`src/dvl_consts.svh`:
```
`ifndef DVL_CONSTS_SVH
`define DVL_CONSTS_SVH

`define DVL_CHANNELS    12
`define DVL_WORD_W      10
`define DVL_IDX_W       4
`define DVL_PHASE_W     3
`define DVL_LAST_PHASE  3'h5
`define DVL_FIRST_SLOT  3'h0
`define DVL_LAST_CHAN   4'hB
`define DVL_INV_DELAY   8
`define DVL_FIFO_DEPTH  8

`endif

```
`src/dvl_pkg.sv`:
```
`include "dvl_consts.svh"

package dvl_pkg;

	typedef logic [`DVL_WORD_W-1:0] dvl_word_t;

	typedef struct packed {
		dvl_word_t [`DVL_CHANNELS-1:0] ch;
	} dvl_line_t;

endpackage

```
`src/dvl_loader.sv`:
```
`timescale 1ns/1ps
`include "dvl_consts.svh"

module dvl_fifo #(
	parameter int WIDTH = 8,
	parameter int DEPTH = `DVL_FIFO_DEPTH
) (
	input  wire logic             ref_clk,
	input  wire logic             rstn,
	input  wire logic             in_valid,
	output logic                  in_ready,
	input  wire logic [WIDTH-1:0] in_data,
	output logic                  out_valid,
	input  wire logic             out_ready,
	output logic      [WIDTH-1:0] out_data
);
	localparam int AW = (DEPTH > 1) ? $clog2(DEPTH) : 1;

	logic [WIDTH-1:0] mem [DEPTH];
	logic [AW-1:0]    wr_ptr;
	logic [AW-1:0]    rd_ptr;
	logic [AW:0]      count;
	wire              do_push = in_valid && in_ready;
	wire              do_pop  = out_valid && out_ready;

	function automatic logic [AW-1:0] ptr_inc(input logic [AW-1:0] p);
		ptr_inc = (p == AW'(DEPTH - 1)) ? '0 : AW'(p + 1'b1);
	endfunction

	assign in_ready  = (count != (AW+1)'(DEPTH));
	assign out_valid = (count != '0);
	assign out_data  = mem[rd_ptr];

	always_ff @(posedge ref_clk) begin
		if (do_push) begin
			mem[wr_ptr] <= in_data;
		end
	end

	always_ff @(posedge ref_clk or negedge rstn) begin
		if (!rstn) begin
			wr_ptr <= '0;
			rd_ptr <= '0;
			count  <= '0;
		end else begin
			if (do_push) begin
				wr_ptr <= ptr_inc(wr_ptr);
			end
			if (do_pop) begin
				rd_ptr <= ptr_inc(rd_ptr);
			end
			count <= count + (AW+1)'(do_push) - (AW+1)'(do_pop);
		end
	end
endmodule

// Contract
// - A sequence start launches a six-clock load that stores twelve successive words, one per channel.
// - Words are captured on every rising and every falling clock edge while a load runs.
// - A load begins at a rising edge only when sequence_start was high at the rising edge before it.
// - One shared 10-bit data bus feeds all twelve channels, each holding a full 10-bit code.
// - With load_direction low loading runs channel 0 up to 11, with it high from 11 down to 0.
// - Loaded data reaches all twelve outputs at once on the rising edge after output_transfer was seen high.
// - A change of polarity_invert reaches the video_invert output nine clocks later.
module dvl_loader #(
	parameter int CHANNELS   = `DVL_CHANNELS,
	parameter int INV_DELAY  = `DVL_INV_DELAY,
	parameter int FIFO_DEPTH = `DVL_FIFO_DEPTH
) (
	input  wire logic              ref_clk,
	input  wire logic              rstn,
	input  wire dvl_pkg::dvl_word_t video_data,
	input  wire logic              sequence_start,
	input  wire logic              load_direction,
	input  wire logic              output_transfer,
	input  wire logic              polarity_invert,
	output dvl_pkg::dvl_line_t     video_code,
	output logic                   video_invert,
	output logic                   load_ready,
	output logic                   line_lost
);
	dvl_pkg::dvl_word_t               hold [CHANNELS];
	dvl_pkg::dvl_word_t               next_hold [CHANNELS];
	dvl_pkg::dvl_word_t               fall_word;
	logic                             start_q;
	logic                             xfr_q;
	logic                             active;
	logic                             dir;
	logic [`DVL_PHASE_W-1:0]          phase;
	logic                             pend;
	logic                             pend_last;
	logic [`DVL_IDX_W-1:0]            pend_idx;
	logic                             inv_pipe [INV_DELAY];
	logic                             inv_prev [INV_DELAY];
	dvl_pkg::dvl_line_t               push_line;
	dvl_pkg::dvl_line_t               pop_line;
	logic                             fifo_in_ready;
	logic                             fifo_out_valid;

	function automatic logic [`DVL_IDX_W-1:0] chan_index(input logic [`DVL_IDX_W-1:0] n, input logic d);
		chan_index = d ? `DVL_IDX_W'(`DVL_LAST_CHAN - n) : n;
	endfunction

	wire                     write_en  = start_q || active;
	wire                     cur_dir   = start_q ? load_direction : dir;
	wire [`DVL_PHASE_W-1:0]  cur_slot  = start_q ? `DVL_FIRST_SLOT : phase;
	wire [`DVL_IDX_W-1:0]    rise_num  = {cur_slot, 1'b0};
	wire [`DVL_IDX_W-1:0]    rise_idx  = chan_index(rise_num, cur_dir);
	wire [`DVL_IDX_W-1:0]    fall_idx  = chan_index(rise_num | `DVL_IDX_W'(1), cur_dir);
	wire                     slot_last = (cur_slot == `DVL_LAST_PHASE);
	wire                     push      = pend && pend_last;
	wire                     pop       = xfr_q && fifo_out_valid;

	genvar gi;
	generate
		for (gi = 0; gi < CHANNELS; gi++) begin : g_chan
			assign next_hold[gi]  = (pend && pend_idx == `DVL_IDX_W'(gi)) ? fall_word : hold[gi];
			assign push_line.ch[gi] = next_hold[gi];
			always_ff @(posedge ref_clk or negedge rstn) begin
				if (!rstn) begin
					hold[gi] <= '0;
				end else if (write_en && rise_idx == `DVL_IDX_W'(gi)) begin
					hold[gi] <= video_data;
				end else begin
					hold[gi] <= next_hold[gi];
				end
			end
		end
	endgenerate

	always_ff @(negedge ref_clk or negedge rstn) begin
		if (!rstn) begin
			fall_word <= '0;
		end else begin
			fall_word <= video_data;
		end
	end

	always_ff @(posedge ref_clk or negedge rstn) begin
		if (!rstn) begin
			start_q <= 1'b0;
			xfr_q   <= 1'b0;
		end else begin
			start_q <= sequence_start;
			xfr_q   <= output_transfer;
		end
	end

	always_ff @(posedge ref_clk or negedge rstn) begin
		if (!rstn) begin
			active <= 1'b0;
			dir    <= 1'b0;
			phase  <= '0;
		end else begin
			active <= write_en && !slot_last;
			dir    <= cur_dir;
			phase  <= cur_slot + `DVL_PHASE_W'(1);
		end
	end

	always_ff @(posedge ref_clk or negedge rstn) begin
		if (!rstn) begin
			pend      <= 1'b0;
			pend_last <= 1'b0;
			pend_idx  <= '0;
		end else begin
			pend      <= write_en;
			pend_last <= write_en && slot_last;
			pend_idx  <= fall_idx;
		end
	end

	always_ff @(posedge ref_clk or negedge rstn) begin
		if (!rstn) begin
			video_code <= '0;
		end else if (pop) begin
			video_code <= pop_line;
		end
	end

	genvar si;
	generate
		for (si = 0; si < INV_DELAY; si++) begin : g_inv
			if (si == 0) begin : g_head
				assign inv_prev[si] = polarity_invert;
			end else begin : g_tail
				assign inv_prev[si] = inv_pipe[si-1];
			end
			always_ff @(posedge ref_clk or negedge rstn) begin
				if (!rstn) begin
					inv_pipe[si] <= 1'b0;
				end else begin
					inv_pipe[si] <= inv_prev[si];
				end
			end
		end
	endgenerate

	always_ff @(posedge ref_clk or negedge rstn) begin
		if (!rstn) begin
			video_invert <= 1'b0;
		end else begin
			video_invert <= inv_pipe[INV_DELAY-1];
		end
	end

	always_ff @(posedge ref_clk or negedge rstn) begin
		if (!rstn) begin
			load_ready <= 1'b0;
			line_lost  <= 1'b0;
		end else begin
			load_ready <= fifo_in_ready;
			line_lost  <= push && !fifo_in_ready;
		end
	end

	dvl_fifo #(
		.WIDTH ($bits(dvl_pkg::dvl_line_t)),
		.DEPTH (FIFO_DEPTH)
	) u_fifo (
		.ref_clk   (ref_clk),
		.rstn      (rstn),
		.in_valid  (push),
		.in_ready  (fifo_in_ready),
		.in_data   (push_line),
		.out_valid (fifo_out_valid),
		.out_ready (xfr_q),
		.out_data  (pop_line)
	);
endmodule

```
`config.mk`:
```
export PLATFORM = sky130hd
export DESIGN_NAME = dvl_loader
export DESIGN_NICKNAME = d
export VERILOG_FILES = /design/src/dvl_pkg.sv /design/src/dvl_loader.sv
export VERILOG_INCLUDE_DIRS = /design/src
export SDC_FILE = /design/constraint.sdc
export NUM_CORES = 1
export LEC_CHECK = 0
export BUFFER_PORTS_ARGS = -buffer_cell sky130_fd_sc_hd__buf_4
export CAP_MARGIN = 40
export CORE_ASPECT_RATIO = 0.6
export CORE_UTILIZATION = 50
export DETAILED_ROUTE_END_ITERATION = 10
export HOLD_SLACK_MARGIN = 0.12
export PLACE_DENSITY = 0.67
export SYNTH_ARGS = -nofsm -noshare
export SYNTH_HDL_FRONTEND = slang
export SYNTH_SLANG_ARGS = --single-unit
```
`constraint.sdc`:
```
create_clock -name ref_clk -period 12.1 [get_ports ref_clk]
set_clock_uncertainty 0.05 [all_clocks]
set_input_delay 2.42 -clock ref_clk [delete_from_list [all_inputs] [get_ports ref_clk]]
set_output_delay 2.42 -clock ref_clk [all_outputs]
set_load 0.02 [all_outputs]
```
---- After elaboration in Yosys (flattened, before gate mapping) ----
Memory sizes are Yosys's and may differ from the RTL's. A register that Yosys moved wholly into a read port is not among the register bits.
Cells that the tools add are included.
word-level totals
  memory bits (writable) .................. 960
  register bits after elaboration ......... 164
  memories kept ........................... 1
  word-level logic and storage cells ...... 138
memories
  memory      words  width  read ports  clocked after memory_dff  wr ports  RTL line          text
  u_fifo.mem  8      120    1           1                         1         dvl_loader.sv:19  logic [WIDTH-1:0] mem [DEPTH];
operators by class
  $add $sub $neg .......................... 7
  equal/unequal tests ..................... 26
  reduce and logical (&&, ||, !) cells .... 37
  mux-type cells .......................... 32
operator list
  cell                   count
  $mux W10               24
  $eq A4 B3 Y1 const B   8
  $eq A4 B4 Y1 const B   8
  $logic_and A1 B1 Y1    30
  $eq A4 B2 Y1 const B   4
  $add A3 B1 Y3 const B  3
  $eq A3 B3 Y1 const B   3
  $mux W3                3
  $eq A4 B1 Y1 const B   2
  $logic_not A4 Y1       2
  $mux W4                2
  $sub A4 B4 Y4 const A  2
  $add A4 B1 Y4          1
  $ne A4 B4 Y1 const B   1
  $reduce_bool A4 Y1     1
  $sub A4 B1 Y4          1
  $logic_not A1 Y1       3
  $mux W1                3
  $logic_or A1 B1 Y1     1

---- Depth between registers and ports, before layout ----
  depth in word-level cells ............... 6
  mapped depth ............................ 12
  depth with buffers taken out ............ 10

---- Cells and area by module ----
A second synthesis with hierarchy kept.
unflattened totals
  cells, all modules ...................... 2182
  area total of the unflattened synthesis .. 48410.2 um^2
modules (own cells, without submodules)
  module      cells an instance  instances  area an instance (um^2)  seq. area each (um^2)
  dvl_fifo    1443               1          36849.1                  29077.9
  dvl_loader  739                1          11561.1                  6856.6

==> impl_metrics.ini <==
[outcome]
status = finished, final reports clean

[grt]
grt_pass1_vias = 26400
grt_max_degree = 121
globalRouteTotalUtil = 0.255
overflow = 0
grt_pass1_wl_um = 180000
antenna_found_initial = 8

[placement]
port_buffers = 138
dp.cells = 4187
dp_hpwl_um = 69200
place_congestion = 0.738

[setup_path]
start_kind = input port
critical_path_peak_fanout = 75
worstPathRequired_ns = 6.77
cp-startpoint = rstn
cp-end-kind = async pin
cp_data_arrival_time_ns = 3.07
slowest_stage = buf_8
critPathTopFamily = buffers and inverters
critPathKind = input port to async pin
crit_chain = buf_8
crit_path_max_incr_delay_ns = 0.49
crit_buf_inv = 1
worst-path-stages = 1
timing.rr.start = fall_word[5]
rr_worst_depth = 2

[final_layout]
final_cell_mix = edfxtp_1, mux2i_1, dfrtp_1, nand2_1, a22oi_1
fin_nets = 3041
fillers = 7069
area_delta_synth_final_pct = 13.8
finalNonFillerCells = 4394
seq_area_um2 = 35900
layout_commonest_cell = edfxtp_1
multiInputGateArea_um2 = 11800
drive_gt1_frac = 0.208

[timing]
maxSlewHeadroom = 0.300
tightest_slew_ns = 1.05
hold_violations = 0
fin_setup_tns_ns = 0
rsz0062_at_grt = no
final_max_slew_viol_count = 0
setup_viol = 0

[synth]
synth.avg_cell_area_um2 = 17.0
syn_area_um2 = 48400
ys_async_sr_fraction = 0.228
synth_nets = 2878
syn_inst = 2845
netlist_top_cells_area = edfxtp_1, dfrtp_1, mux2i_1
synth_edf_count = 960
synth-seq-area-share = 0.742
yosysWarningCount = 0
ys_types = 46
ys.flop_type = edfxtp_1
yosysTopAreaCellShare = 0.596
ys_ff_latch = 1244
yosys.area.top_type = edfxtp_1

[floorplanning]
fp.dieH_um = 243
start_util = 0.510
core-area_um2 = 94900
io_pins = 139
dieWidth_um = 404
die_area_um2 = 98100
row_count = 87

[detailed_routing]
vias_per_cell = 5.99
via_count = 26300
first_pass_iters = 5
drt-initial-drc-count = 3183
routedWlPerCell_um = 28.5
ant_nets = 0
drc_errors = 0
wl_um = 125000

[power_and_ir_drop]
power_density_nw_per_um2 = 238
p_leak_uw = 0.0206
peakVddDrop_uv = 133

[job]
max_cap_violations = 0

[clock_network]
postCtsSetupRepairBufs = 0
cts_resized = 0
clock_sinks = 1244
cts_tree = yes
htree_levels = 3
ctsHoldBuffers = 0
clock-root-buffer = clkbuf_16
clock_latency_ns = 0.72
numCtsBuffers = 108
clk_pin_slew_ns = 0.07
cts_buffer_depth = 3

[hold_path]
min_path_type = flip-flop to flip-flop
min_path_cells = 0
min-delay-start = inv_pipe[0]
## cell usage after synthesis, types with 2 or more instances
library cell,instances
a21o_1,2
a22oi_1,240
buf_1,4
buf_2,63
buf_6,3
clkbuf_1,81
dfrtn_1,10
dfrtp_1,274
dlygate4sd1_1,10
edfxtp_1,960
ha_1,16
inv_1,12
mux2_1,9
mux2_2,215
mux2_4,20
mux2i_1,480
nand2_1,268
nand2b_1,7
nand3_1,123
nand3b_1,2
nor2_1,8
nor2_2,2
nor2b_1,2
nor3_1,5
nor3b_1,4
xnor2_1,3
xor2_1,3
## cell type report
type | count | share of cell area
Tap cell | 1290 | 0.0293
Timing Repair Buffer | 214 | 0.0380
Antenna cell | 1 | 0.0000454
Multi-Input combinational cell | 1427 | 0.213
Sequential cell | 1244 | 0.652
Clock inverter | 55 | 0.0102
Clock buffer | 150 | 0.0558
Inverter | 13 | 0.000931
## state kept, by name (all words and copies together), names as in the netlist, 3 cells and up
| name | flops |
|---|---|
| hold | 120 |
| u_fifo.mem | 960 |
| inv_pipe | 8 |
| u_fifo.rd_ptr | 3 |
| fall_word | 10 |
| u_fifo.count | 4 |
| video_code | 120 |
| u_fifo.wr_ptr | 3 |
| pend_idx | 4 |
| phase | 3 |
## logic make-up after synthesis
kind of cell | after synthesis | share of synthesized area
flops | 1244 | 0.742
simple gates | 433 | 0.0391
compound gates | 247 | 0.0386
xor+xnor | 6 | 0.00109
buf+inv | 174 | 0.0166
fa+ha+maj | 17 | 0.00455
mux | 724 | 0.158
## routing by layer
metal / GRT usage / vias up / wire length (um)
met5: 0 / - / 0
met4: 0.0535 / 0 / 2240
met3: 0.0518 / 150 / 10500
met2: 0.378 / 1173 / 55800
met1: 0.392 / 13700 / 56600
li1: - / 11300 / -
## metrics by stage
step | setup WS (ns) | power, uW | hold slack [ns] | util | instance area (um2)
after floorplan | 2.14 | 8240 | 0.281 | - | 48400
after global placement | 3.04 | 9430 | 0.289 | 0.535 | 50800
after detailed placement | 3.02 | 9670 | 0.290 | 0.542 | 51400
after CTS | 3.73 | 13200 | 0.306 | 0.580 | 55100
after global routing | 3.67 | 13700 | 0.318 | 0.580 | 55100
final | 3.71 | 13100 | 0.302 | 0.580 | 55100
## where the power goes
group          leakage [uW]  switching (uW)  internal (uW)
sequential           0.0120             232           5490
clock               0.00179            1540           1990
combinational       0.00678            2390           1480
## final timing paths
check | endpoint | slack (ns)
max | fall_word[0] | 3.71
min reg2reg | video_invert | 0.30
max reg2reg | hold[25] | 4.43
min | video_invert | 0.30
min in group asynchronous | video_code[24] | 1.67
max in group ref_clk | fall_word[4] | 3.79
Power figures use the tool's default switching activity.
